### src/rtl/fetxc_regs.svh
// Constants for the fast ethernet transmit line coder.
`ifndef FETXC_REGS_SVH
`define FETXC_REGS_SVH
`define FETXC_CG_J      5'h18
`define FETXC_CG_K      5'h11
`define FETXC_CG_T      5'h0d
`define FETXC_CG_R      5'h07
`define FETXC_CG_IDLE   5'h1f
`define FETXC_CG_HALT   5'h04
`define FETXC_LFSR_SEED 11'h7ff
`define FETXC_LFSR_ZERO 11'h000
`define FETXC_TAP_A     10
`define FETXC_TAP_B     8
`define FETXC_BIT_LAST  3'h4
`define FETXC_BIT_FIRST 3'h0
`endif

### src/rtl/fetxc_pkg.sv
// Types shared by the fast ethernet transmit line coder.
package fetxc_pkg;
   typedef enum logic [2:0] {
      FETXC_IDLE,
      FETXC_SEND_J,
      FETXC_SEND_K,
      FETXC_DATA,
      FETXC_SEND_T,
      FETXC_SEND_R
   } fetxc_state_t;
   typedef logic [4:0] fetxc_cg_t;
   typedef enum logic [1:0] {
      FETXC_MLT_ZERO_UP,
      FETXC_MLT_PLUS,
      FETXC_MLT_ZERO_DN,
      FETXC_MLT_MINUS
   } fetxc_mlt_t;
endpackage : fetxc_pkg

### src/rtl/fetxc_coder.sv
// Fast ethernet transmit path: 4B/5B coder, scrambler, NRZI and three-level split.
`timescale 1ns/100ps
`include "fetxc_regs.svh"
module fetxc_coder (
   input  wire logic             mclk,
   input  wire logic             nrst,
   input  wire logic [3:0]       tx_nibble,
   input  wire logic             tx_en,
   input  wire logic             tx_err,
   input  wire fetxc_pkg::fetxc_cg_t raw_cg,
   input  wire logic             enc_bypass,
   input  wire logic             scr_bypass,
   output logic                  nibble_take,
   output logic [2:0]            frame_state,
   output logic                  line_tx_pair_p,
   output logic                  line_tx_pair_n,
   output logic                  nrzi_out
);
   import fetxc_pkg::*;

   fetxc_state_t st_q;
   fetxc_state_t st_d;
   logic [4:0]   shr_q;
   logic [4:0]   shr_d;
   logic [2:0]   bit_q;
   logic [2:0]   bit_d;
   fetxc_cg_t    cg;
   logic         last;
   logic         ser_bit;

   function automatic fetxc_cg_t data_cg(input logic [3:0] n);
      fetxc_cg_t c;
      case (n)
         4'h0:    c = 5'h1e;
         4'h1:    c = 5'h09;
         4'h2:    c = 5'h14;
         4'h3:    c = 5'h15;
         4'h4:    c = 5'h0a;
         4'h5:    c = 5'h0b;
         4'h6:    c = 5'h0e;
         4'h7:    c = 5'h0f;
         4'h8:    c = 5'h12;
         4'h9:    c = 5'h13;
         4'ha:    c = 5'h16;
         4'hb:    c = 5'h17;
         4'hc:    c = 5'h1a;
         4'hd:    c = 5'h1b;
         4'he:    c = 5'h1c;
         default: c = 5'h1d;
      endcase
      return c;
   endfunction : data_cg

   // One symbol slot is five mclk cycles, so mclk plays the 125 MHz bit clock role.
   assign last        = (bit_q == `FETXC_BIT_LAST);
   // The first two nibbles are consumed in the J and K slots, so the delimiters replace them.
   assign nibble_take = last && tx_en &&
                        (st_q == FETXC_IDLE || st_q == FETXC_SEND_J ||
                         st_q == FETXC_SEND_K || st_q == FETXC_DATA);

   always_comb begin
      st_d  = st_q;
      cg    = `FETXC_CG_IDLE;
      case (st_q)
         FETXC_IDLE: begin
            if (tx_en) begin
               st_d  = FETXC_SEND_J;
               cg    = `FETXC_CG_J;
            end
         end
         FETXC_SEND_J: begin
            st_d = FETXC_SEND_K;
            cg   = `FETXC_CG_K;
         end
         FETXC_SEND_K, FETXC_DATA: begin
            if (tx_en) begin
               st_d  = FETXC_DATA;
               // A MAC error mid-frame is flagged with halt instead of data.
               cg    = tx_err ? `FETXC_CG_HALT : data_cg(tx_nibble);
            end else begin
               st_d = FETXC_SEND_T;
               cg   = `FETXC_CG_T;
            end
         end
         FETXC_SEND_T: begin
            st_d = FETXC_SEND_R;
            cg   = `FETXC_CG_R;
         end
         FETXC_SEND_R: begin
            st_d = FETXC_IDLE;
         end
         default: begin
            st_d = FETXC_IDLE;
         end
      endcase
      if (enc_bypass) begin
         cg = raw_cg;
      end
      bit_d = last ? `FETXC_BIT_FIRST : bit_q + 3'h1;
      if (last) begin
         shr_d = cg;
      end else begin
         shr_d = {shr_q[3:0], 1'b0};
      end
      if (!last) begin
         st_d  = st_q;
      end
   end

   always_ff @(posedge mclk) begin
      if (!nrst) begin
         st_q  <= FETXC_IDLE;
         shr_q <= `FETXC_CG_IDLE;
         bit_q <= `FETXC_BIT_FIRST;
      end else begin
         st_q  <= st_d;
         shr_q <= shr_d;
         bit_q <= bit_d;
      end
   end

   assign ser_bit     = shr_q[4];
   assign frame_state = st_q;

   logic scr_bit;
   fetxc_scrambler #(
      .WIDTH (11)
   ) u_scr (
      .mclk   (mclk),
      .nrst   (nrst),
      .bypass (scr_bypass),
      .din    (ser_bit),
      .dout   (scr_bit)
   );

   fetxc_mlt3 u_mlt (
      .mclk           (mclk),
      .nrst           (nrst),
      .din            (scr_bit),
      .nrzi           (nrzi_out),
      .line_tx_pair_p (line_tx_pair_p),
      .line_tx_pair_n (line_tx_pair_n)
   );
endmodule : fetxc_coder

### src/rtl/fetxc_mlt3.sv
// NRZI coder and three-level splitter that drives the line pair.
`timescale 1ns/100ps
module fetxc_mlt3 (
   input  wire logic mclk,
   input  wire logic nrst,
   input  wire logic din,
   output logic      nrzi,
   output logic      line_tx_pair_p,
   output logic      line_tx_pair_n
);
   import fetxc_pkg::*;
   logic       nrzi_q;
   logic       nrzi_d;
   fetxc_mlt_t mlt_q;
   fetxc_mlt_t mlt_d;
   logic       p_d;
   logic       n_d;
   always_comb begin
      nrzi_d = nrzi_q ^ din;
      mlt_d  = mlt_q;
      if (din) begin
         mlt_d = fetxc_mlt_t'(mlt_q + 2'h1);
      end
      p_d = (mlt_d == FETXC_MLT_PLUS);
      n_d = (mlt_d == FETXC_MLT_MINUS);
   end
   always_ff @(posedge mclk) begin
      if (!nrst) begin
         nrzi_q         <= 1'b0;
         mlt_q          <= FETXC_MLT_ZERO_UP;
         line_tx_pair_p <= 1'b0;
         line_tx_pair_n <= 1'b0;
      end else begin
         nrzi_q         <= nrzi_d;
         mlt_q          <= mlt_d;
         line_tx_pair_p <= p_d;
         line_tx_pair_n <= n_d;
      end
   end
   assign nrzi = nrzi_q;
endmodule : fetxc_mlt3

### src/rtl/fetxc_scrambler.sv
// Free-running side-stream 11-bit scrambler applied to the serial code-group stream.
`timescale 1ns/100ps
`include "fetxc_regs.svh"
module fetxc_scrambler #(
   parameter int WIDTH = 11
) (
   input  wire logic mclk,
   input  wire logic nrst,
   input  wire logic bypass,
   input  wire logic din,
   output logic      dout
);
   import fetxc_pkg::*;
   logic [WIDTH-1:0] lfsr_q;
   logic [WIDTH-1:0] lfsr_d;
   logic             key;
   logic             dout_d;
   always_comb begin
      key    = lfsr_q[`FETXC_TAP_A] ^ lfsr_q[`FETXC_TAP_B];
      lfsr_d = {lfsr_q[WIDTH-2:0], key};
      // An all-zero register would lock the key at zero forever, so it is reseeded.
      if (lfsr_d == `FETXC_LFSR_ZERO) begin
         lfsr_d = `FETXC_LFSR_SEED;
      end
      dout_d = bypass ? din : (din ^ key);
   end
   always_ff @(posedge mclk) begin
      if (!nrst) begin
         lfsr_q <= `FETXC_LFSR_SEED;
         dout   <= 1'b0;
      end else begin
         lfsr_q <= lfsr_d;
         dout   <= dout_d;
      end
   end
endmodule : fetxc_scrambler
### config.mk
export PLATFORM = sky130hd
export DESIGN_NAME = fetxc_coder
export DESIGN_NICKNAME = d
export VERILOG_FILES = /design/src/rtl/fetxc_pkg.sv /design/src/rtl/fetxc_coder.sv /design/src/rtl/fetxc_mlt3.sv /design/src/rtl/fetxc_scrambler.sv
export VERILOG_INCLUDE_DIRS = /design/src /design/src/rtl
export SDC_FILE = /design/constraint.sdc
export NUM_CORES = 1
export LEC_CHECK = 0
export ABC_AREA = 1
export BUFFER_PORTS_ARGS = -buffer_cell sky130_fd_sc_hd__buf_2
export CELL_PAD_IN_SITES_DETAIL_PLACEMENT = 1
export CELL_PAD_IN_SITES_GLOBAL_PLACEMENT = 1
export CORE_ASPECT_RATIO = 1.75
export CORE_MARGIN = 2
export CORE_UTILIZATION = 39
export DETAILED_ROUTE_END_ITERATION = 8
export GPL_TIMING_DRIVEN = 0
export PLACE_DENSITY_LB_ADDON = 0.1
export SLEW_MARGIN = 30
export SYNTH_ARGS = -nofsm -noshare
export SYNTH_HDL_FRONTEND = slang
export SYNTH_SLANG_ARGS = --single-unit
### constraint.sdc
create_clock -name mclk -period 1.5 [get_ports mclk]
set_clock_uncertainty 0.15 [all_clocks]
set_input_delay 0.15 -clock mclk [delete_from_list [all_inputs] [get_ports mclk]]
set_output_delay 0.15 -clock mclk [all_outputs]
set_load 0.005 [all_outputs]
* After elaboration in Yosys (flattened, before gate mapping)
Memories as Yosys holds them, arrays and structs flattened. Cells that the tools add are included.
Cells by class: reductions and logical operators 11, add/sub/neg operators 2, equal/unequal tests 8, multiplexer cells 11, bitwise logic cells 4
Operator list (number):
- $mux W5 | 4
- $pmux W5 S4 | 1
- $pmux W3 S4 | 1
- $logic_not A11 Y1 | 1
- $mux W3 | 3
- $eq A3 B2 Y1 const B | 2
- $eq A3 B3 Y1 const B | 2
- $reduce_or A2 Y1 | 3
- $add A3 B1 Y3 const B | 1
- $eq A3 B1 Y1 const B | 1
- $logic_not A3 Y1 | 1
- $logic_or A1 B1 Y1 | 3
- $xor A1 B1 Y1 | 3
- $add A2 B1 Y2 const B | 1
- $eq A2 B1 Y1 const B | 1
- $eq A2 B2 Y1 const B | 1
- $logic_and A1 B1 Y1 | 2
- $mux W2 | 1
- $ne A2 B2 Y1 const B | 1
- $reduce_and A2 Y1 | 1
- $mux W1 | 1
- $not A1 Y1 | 1
Word-level totals: memories 1, output and inout bits 7, register bits 28, bits in read-only memories 80, word-level logic and storage cells 46
Memories:
- (name not given) | depth 16, bits a word 5, read ports 1, clocked after memory_dff 0, write ports 0, line fetxc_coder.sv:33 | case (n)

* Depth between registers and ports, before layout
Gate-level depths: netlist of run 1. An unclocked memory read counts as a cell.
depth after elaboration 6, depth in mapped cells 8

* By module
From an unflattened synthesis of run 1, not the netlist that was laid out.
Second synthesis, totals: cells, all modules 191, area total of the unflattened synthesis 1271.2 µm²
Modules (own cells, without submodules):
- fetxc_coder | seq. area each 220.2 µm², times used 1, cells an instance 110, area each 663.1 µm²
- fetxc_scrambler | seq. area each 240.2 µm², times used 1, cells an instance 59, area each 439.2 µm²
- fetxc_mlt3 | seq. area each 100.1 µm², times used 1, cells an instance 22, area each 168.9 µm²

* Worst setup path after synthesis of run 1
Ideal clock, no wire load.
path type register to register, start point register bit_q[0], end point register st_q[0] (netlist: frame_state[0]), slack 0.234 ns, library setup time 0.075 ns, stages on the path, launching flop included 8, arrival time 1.041 ns, path through dfxtp_1 > inv_1 > ha_1 > nand2_4 > inv_2 > nor2_2 > inv_2 > o22ai_1
On the way: word-level cells in the longest chain between the ends 2
RTL lines:
- start: declaration | line fetxc_coder.sv:25 | logic [2:0] bit_q;
- start signal: assignment | line fetxc_coder.sv:114 | bit_q <= `FETXC_BIT_FIRST;
- start signal: assignment | line fetxc_coder.sv:118 | bit_q <= bit_d;
- $eq A3 B3 Y1 (no line)
- $reduce_and A2 Y1 (no line)
- end signal: assignment | line fetxc_coder.sv:116 | st_q <= st_d;
- end: declaration | line fetxc_coder.sv:21 | fetxc_state_t st_q;
No other way between the ends. A chain may end at the register's enable or synchronous reset.

* Worst setup path in the final report of run 1
start point register bit_q[1], end point output port nibble_take
On the way: word-level cells in the longest chain between the ends 3
RTL lines:
- $eq A3 B3 Y1 (no line)
- $logic_and A1 B1 Y1 (2 in series) | line fetxc_coder.sv:57 | assign nibble_take = last && tx_en &&
- end: declaration | line fetxc_coder.sv:13 | output logic nibble_take,
No other way between the ends.

==> results of run 1 <==
-- flip-flops by register name, indices dropped and copies added, names as in the netlist --
register / cells
u_scr.dout: 1
shr_q: 5
bit_q: 3
u_mlt.line_tx_pair_n: 1
u_scr.lfsr_q: 11
frame_state: 3
u_mlt.mlt_q: 2
u_mlt.nrzi: 1
u_mlt.line_tx_pair_p: 1
-- cells by family (layout without fill, tap and decap cells) --
kind of cell | Yosys count | count (layout) | synth area share [%]
compound gates | 13 | 13 | 6.06
fa+ha+maj | 2 | 2 | 1.92
xor+xnor | 6 | 6 | 4.04
simple gates | 94 | 94 | 34.7
flops | 28 | 28 | 43.1
buf+inv | 31 | 60 | 10.1
-- stage by stage --
stage	hold WS, ns	util [%]
final	0.0383	49.4
after global routing	0.0497	49.4
after CTS	0.0301	48.7
after detailed placement	0.259	45.9
after global placement	0.256	45.9
after floorplan	0.0847	-
-- critical path, cell delays in order (launching register included) --
cell and delay, ns:
dfxtp_2 0.33, inv_1 0.10, ha_4 0.16, nand2_4 0.06, nor3_2 0.11, buf_2 0.13
-- cells in the mapped netlist (3+ instances only) --
library cell  instances  share of area (%)
inv_2                 4                1.2
nand2_1              34                9.8
nand4_1               3                1.4
nor3_1                3                1.2
a21oi_1               8                3.1
dfxtp_1              28                 43
nand3_2               3                2.3
xnor2_1               4                2.7
nand3_1              19                7.3
inv_1                21                6.1
nor2_1               24                6.9
-- power by group --
part / switching [mW] / total (mW) / internal, mW
Sequential: 0.0239 / 0.812 / 0.788
Combinational: 0.114 / 0.206 / 0.0918
Clock: 0.218 / 0.453 / 0.235
Total: 0.356 / 1.47 / 1.11
-- per-layer routing --
| layer | up-vias | GRT usage, % | wire length, um |
|---|---|---|---|
| li1 | 600 | - | - |
| met2 | 21 | 34.3 | 1810 |
| met4 | 0 | 10.3 | 90 |
| met5 | - | 0 | 0 |
| met1 | 532 | 19.1 | 1190 |
| met3 | 6 | 2.25 | 73 |
-- worst paths after layout --
path | to | slack (ns) | depth (start not counted)
hold reg to reg | bit_q[0] | 0.29 | 1
setup / recovery | nibble_take | 0.04 | 5
setup reg to reg | shr_q[3] | 0.17 | 7
hold / removal | shr_q[0] | 0.04 | 3
-- what timing repair did --
action                                  in CTS  in global routing
pin swaps                                    1                  1
setup buffers                                1                  1
resized for setup                            2                  3
endpoints found under the setup margin       1                  1
hold endpoints to repair                     2                  0
hold buffers                                 2                  0
-- final cells by class --
type,count,area [um2]
multi-input combinational,115,626
inverter,27,104
clock buffer,4,55.1
tap,43,53.8
fill,431,1610
buffer,4,27.5
sequential,28,563
timing repair buffer,25,140
==> results_dict.tcl, run 1 <==
set metrics [dict create \
    core-area_um2 3180 \
    power.total_mw 1.47 \
    antenna_found_initial 0 \
    wl_per_cell_um 12.9 \
    grt_pass1_vias 1227 \
    worstMarginPinSlew_ns 0.429 \
    syn_nets 191 \
    startpoint "bit_q[1]" \
    numCtsBuffers 3 \
    cts_tree "done" \
    final_common_cell "nand2_1" \
    cts_root_buf "clkbuf_8" \
    final_cells 246 \
    slew_headroom_pct 71.4 \
    initial_core_util_pct 40.9 \
    netlist_area_um2 1300 \
    ys_ff_latch 28 \
    dp_cells 238 \
    path_max_fanout 3 \
    yosysUniqueCellTypes 27 \
    timing.final.crit_share_pct 97.4 \
    r2r-start "frame_state[2]" \
    ir_drop_mv 0.463 \
    rows 27 \
    hp-start "raw_cg[0]" \
    required_ns 1.20 \
    worstSetupPathType "reg -> out" \
    yosysWarnings 0 \
    cts_buffer_depth 2 \
    die_area_um2 3830 \
    num-nets-final 221 \
    grt_pass1_wl_mm 5.18 \
    grt_max_degree 16 \
    status "finished clean" \
    clk_pin_slew_ns 0.09 \
    power_per_cell_area_nw_per_um2 938 \
    ioPinCount 22 \
    avgSynthCellArea_um2 7.47 \
    setup_viol 0 \
    final_cell_area_um2 1570 \
    dr.pass1.iters 4 \
    wirelength_mm 3.17 \
    die_h_um 80.4 \
    synth_seq_area_share_pct 43.1 \
    postRouteAntennaNets 0 \
    syn2layout_area_growth_pct 20.7 \
    die_x_um 47.6 \
    drc 0 \
    place_hpwl_mm 2.46 \
    power.leakage_nw 0.770 \
    gp_congestion 0.723 \
    htree_levels 1 \
    fin_ws_ns 0.0386 \
    crit_path_end_kind "output pin" \
    async_flop_share_pct 0 \
    clock-sinks 28 \
    synth_edf_count 0 \
    hp-class "in -> reg" \
    overflow 0 \
    final_cell_mix "nand2_1, dfxtp_1, nor2_1" \
    worstPathArrival_ns 1.16 \
    io_buffers 21 \
    max_freq_mhz 684 \
    synthFlopType "dfxtp_1" \
    grt_usage_pct 18.9 \
    hold_violations 0 \
    post-route-min-period_ns 1.46 \
    insertion_delay_ns 0.27 \
    drive_above_1_share_pct 25.1 \
    final_max_slew_viol_count 0 \
    viasPerCell 4.71 \
    place_ws_ns 0.0465 \
    antennaDiodeCount 0 \
    netlist_instances 174 \
    setup_tns_ns 0 \
    drtIter0Drc 2 \
    critPathLaunchType "flip-flop" \
    cap_violations 0 \
    placed_area_um2 1460 \
    vias 1159 \
]
No activity file was read; power rests on OpenSTA's default activity.
==> run 2: changes to the inputs <==
--- a/config.mk
+++ b/config.mk
@@ -14,7 +14,6 @@
 export CORE_MARGIN = 2
 export CORE_UTILIZATION = 39
 export DETAILED_ROUTE_END_ITERATION = 8
-export GPL_TIMING_DRIVEN = 0
 export PLACE_DENSITY_LB_ADDON = 0.1
 export SLEW_MARGIN = 30
 export SYNTH_ARGS = -nofsm -noshare
==> results_dict.tcl, run 2 (synthesis results as in run 1) <==
set metrics [dict create \
    grt_usage_pct 18.6 \
    fin_ws_ns 0.0755 \
    hold_violations 0 \
    drc 0 \
    largest-register "u_scr.lfsr_q" \
    insertion_delay_ns 0.27 \
    hp-class "in -> reg" \
    placed_area_um2 1450 \
    timing.final.crit_share_pct 95.0 \
    r2r_cells 8 \
    crit_path_end_kind "output pin" \
    r2r_slack_ns 0.16 \
    rows 27 \
    antennaDiodeCount 0 \
    slew_headroom_pct 75.1 \
    p_clk_share_pct 30.8 \
    p_int_mw 1.11 \
    holdWs_ns 0.0553 \
    setup_viol 0 \
    p_switching_uw 348 \
    final_max_slew_viol_count 0 \
    clock-sinks 28 \
    place_ws_ns 0.0645 \
    final_cell_mix "nand2_1, dfxtp_1, nor2_1" \
    critPathLaunchType "flip-flop" \
    initial_core_util_pct 40.9 \
    required_ns 1.20 \
    path_max_fanout 3 \
    worstSetupPathType "reg -> out" \
    die_area_um2 3830 \
    post-route-min-period_ns 1.42 \
    ioPinCount 22 \
    antenna_found_initial 0 \
    grt_pass1_wl_mm 5.14 \
    final_cell_area_um2 1540 \
    core-area_um2 3180 \
    final_common_cell "nand2_1" \
    ir_drop_mv 0.364 \
    worstMarginPinSlew_ns 0.373 \
    clk_pin_slew_ns 0.09 \
    gp_congestion 0.763 \
    vias 1156 \
    worstPathArrival_ns 1.12 \
    setup_tns_ns 0 \
    wirelength_mm 2.98 \
    die_h_um 80.4 \
    crit_family "flip-flops" \
    die_x_um 47.6 \
    sw_frac_of_total_pct 23.9 \
    power.total_mw 1.45 \
    drive_above_1_share_pct 24.6 \
    largest_reg_flops 11 \
    status "finished clean" \
    power_per_cell_area_nw_per_um2 947 \
    max_freq_mhz 702 \
    rsz0062_at_grt "no" \
    cts_buffer_depth 2 \
    place_hpwl_mm 2.50 \
    cts_root_buf "clkbuf_8" \
    viasPerCell 4.78 \
    critPathBufInv 2 \
    numCtsBuffers 3 \
    path_cells "inv_2 -> ha_4 -> nand2_4 -> nor3_2 -> buf_2" \
    max_stage_delay_ns 0.39 \
    top_regs "u_scr.lfsr_q (11), shr_q (5)" \
    syn2layout_area_growth_pct 18.2 \
    io_buffers 21 \
    combPwrFrac_pct 13.4 \
    cp_slowest_cell "dfxtp_1" \
    power.leakage_nw 0.755 \
    hold_path_depth 3 \
    htree_levels 1 \
    postRouteAntennaNets 0 \
    cts_tree "done" \
    grt_max_degree 16 \
    overflow 0 \
    grt_pass1_vias 1250 \
    cp.depth 5 \
    wl_per_cell_um 12.3 \
    drtIter0Drc 11 \
    num-nets-final 217 \
    power_frac_seq_pct 55.8 \
    dr.pass1.iters 4 \
    cap_violations 0 \
]
run 2: cell count changes in the layout (fill, tap and decap cells not counted):
cell,previous run,this run
dfxtp_1,26,28
dfxtp_2,2,0
inv_1,21,19
inv_2,4,6
buf_2,22,21
buf_6,1,0
clkbuf_1,1,0
dlygate4sd3_1,2,1
run 2: power by group through the flow:
| stage | clock network, mW | logic [mW] | registers, mW |
|---|---|---|---|
| after floorplan | 0 | 0.117 | 0.824 |
| after global placement | 0 | 0.173 | 0.825 |
| after detailed placement | 0 | 0.184 | 0.829 |
| after CTS | 0.465 | 0.199 | 0.812 |
| after global routing | 0.491 | 0.227 | 0.818 |
| final | 0.448 | 0.195 | 0.812 |
run 2: worst paths after layout:
path                      end           start
setup / recovery  nibble_take        bit_q[0]
hold / removal       shr_q[0]       raw_cg[0]
setup reg to reg     shr_q[3]  frame_state[1]
hold reg to reg      shr_q[2]        shr_q[1]
run 2: layout make-up:
cell class,count,area [um2]
Sequential cell,28,561
Inverter,27,104
Multi-Input combinational cell,115,626
Fill cell,439,1640
Tap cell,43,53.8
Clock buffer,4,55.1
Timing Repair Buffer,25,138
run 2: stage by stage:
stage,std cells,util (%)
floorplan,174,-
global placement,236,45.5
detailed placement,236,45.5
CTS,242,48.2
global route,242,48.4
finish,242,48.4
run 2: worst reg2reg max path: stages, from the launching register on:
cell,delay (ns)
dfxtp_1,0.45
buf_4,0.22
nor2_1,0.05
nand2_1,0.07
nand2_1,0.06
clkinv_1,0.05
nand3_1,0.07
nand2_1,0.07
nand2_1,0.05
run 2: timing repair:
item,CTS,global route
setup buffers,1,0
hold buffers,1,0
resized for setup,2,3
endpoints found under the hold margin,1,0
pin swaps,2,0
endpoints found under the setup margin,1,1
run 2: metal layers:
layer | wire, um | track usage [%] | share of wire, %
met5 | 0 | 0 | 0
met4 | 41 | 7.30 | 1.4
met3 | 75 | 2.25 | 2.5
met2 | 1780 | 36.8 | 60
met1 | 1090 | 17.3 | 37
==> run 3: changes to the inputs <==
==> constraint.sdc (replaced) <==
create_clock -name mclk -period 1.5 [get_ports mclk]
set_clock_uncertainty 0.15 [all_clocks]
set_input_delay 0.15 -clock mclk [delete_from_list [all_inputs] [get_ports mclk]]
set_output_delay 0.15 -clock mclk [all_outputs]
set_load 0.05 [all_outputs]
==> results_dict.tcl, run 3 (synthesis results as in run 1) <==
set metrics [dict create \
    hold_end "u_scr.dout" \
    num-nets-final 216 \
    final_cell_mix "nand2_1, dfxtp_1, nor2_1" \
    syn2layout_area_growth_pct 19.1 \
    max_freq_mhz 687 \
    slew_headroom_pct 76.5 \
    worstMarginPinSlew_ns 0.351 \
    drive_above_1_share_pct 26.3 \
    ioPinCount 22 \
    ctsHoldBuffers 0 \
    cts_tree "done" \
    die_h_um 80.4 \
    fin_ws_ns 0.0449 \
    ir_drop_mv 0.388 \
    path_cells "inv_2 -> ha_4 -> nand2_4 -> nor3_4 -> buf_6" \
    worstPathArrival_ns 1.16 \
    power.leakage_nw 0.751 \
    clk_pin_slew_ns 0.09 \
    grt_max_degree 16 \
    drc 0 \
    critPathLaunchType "flip-flop" \
    reg2reg_to "frame_state[0]" \
    setup_tns_ns 0 \
    hold_path_depth 3 \
    cp_slowest_cell "dfxtp_2" \
    largest_reg_flops 11 \
    status "finished clean" \
    grt_usage_pct 18.8 \
    final_common_cell "nand2_1" \
    required_ns 1.20 \
    dr.pass1.iters 2 \
    crit_path_end_kind "output pin" \
    initial_core_util_pct 40.9 \
    cts_root_buf "clkbuf_8" \
    numCtsBuffers 3 \
    htree_levels 1 \
    cts_buffer_depth 2 \
    hp-class "in -> reg" \
    antennaDiodeCount 0 \
    largest-register "u_scr.lfsr_q" \
    wl_per_cell_um 12.5 \
    rows 27 \
    io_buffers 21 \
    setup_viol 0 \
    dp_cells 236 \
    insertion_delay_ns 0.27 \
    hold_violations 0 \
    final_max_slew_viol_count 0 \
    timing.final.crit_share_pct 97.0 \
    r2r_slack_ns 0.13 \
    cap_violations 0 \
    worstSetupPathType "reg -> out" \
    grt_pass1_wl_mm 5.24 \
    vias 1159 \
    wirelength_mm 3.02 \
    place_ws_ns 0.0761 \
    drtIter0Drc 9 \
    post-route-min-period_ns 1.46 \
    hp-start "scr_bypass" \
    die_x_um 47.6 \
    overflow 0 \
    clock-sinks 28 \
    rsz0062_at_grt "yes" \
    place_hpwl_mm 2.49 \
    top_regs "u_scr.lfsr_q (11), shr_q (5)" \
    antenna_found_initial 0 \
    final_cells 241 \
    power_per_cell_area_nw_per_um2 971 \
    die_area_um2 3830 \
    core-area_um2 3180 \
    max_stage_delay_ns 0.34 \
    viasPerCell 4.81 \
    path_max_fanout 2 \
    r2r-start "bit_q[0]" \
    r2r_cells 8 \
    grt_pass1_vias 1257 \
    gp_congestion 0.766 \
    power.total_mw 1.50 \
    postRouteAntennaNets 0 \
]
-- run 3: stage by stage --
stage | cell area, um2 | util [%] | hold slack [ns]
floorplan | 1310 | - | 0.0847
finish | 1550 | 48.7 | 0.0275
global route | 1550 | 48.7 | 0.0420
CTS | 1540 | 48.5 | 0.0364
global placement | 1460 | 45.9 | 0.256
detailed placement | 1460 | 45.9 | 0.286
-- run 3: worst max path at each step --
stage,depth (start not counted),endpoint,slack (ns),from
after floorplan,7,shr_q[2],-0.03,frame_state[2]
after global placement,7,frame_state[0],0.15,bit_q[0]
after detailed placement,7,frame_state[0],0.08,bit_q[0]
after CTS,5,nibble_take,0.03,bit_q[1]
after global routing,5,nibble_take,-0.02,bit_q[1]
final,5,nibble_take,0.04,bit_q[1]
-- run 3: critical path, delay by kind of cell (launching register included) --
kind | cells | cell delay (ns)
and+or+nand+nor | 2 | 0.17
adders and majority gates | 1 | 0.14
DFF | 1 | 0.34
buffers and inverters | 2 | 0.24
-- run 3: layout make-up --
cell class,count,area (um2)
repair buffers,24,134
clock buffers,4,55.1
well taps,43,53.8
multi-input cells,115,637
flip-flops and latches,28,564
fillers,431,1630
inverters,27,104
-- run 3: repair_timing --
action | in CTS | in global routing
resized for setup | 8 | 2
setup endpoints to repair | 2 | 3
buffers inserted | 1 | 0
pin swaps | 2 | 0
-- run 3: where the power goes --
| group | internal [mW] | switching, mW |
|---|---|---|
| combinational | 0.0864 | 0.148 |
| sequential | 0.788 | 0.0254 |
| clock | 0.235 | 0.221 |
| total | 1.11 | 0.394 |
-- run 3: metal layers --
metal,track usage [%],vias up,wire [um]
met5,0,-,0
met4,7.30,0,62
met3,1.80,7,65
met2,36.1,21,1770
met1,18.8,541,1130
li1,-,590,-
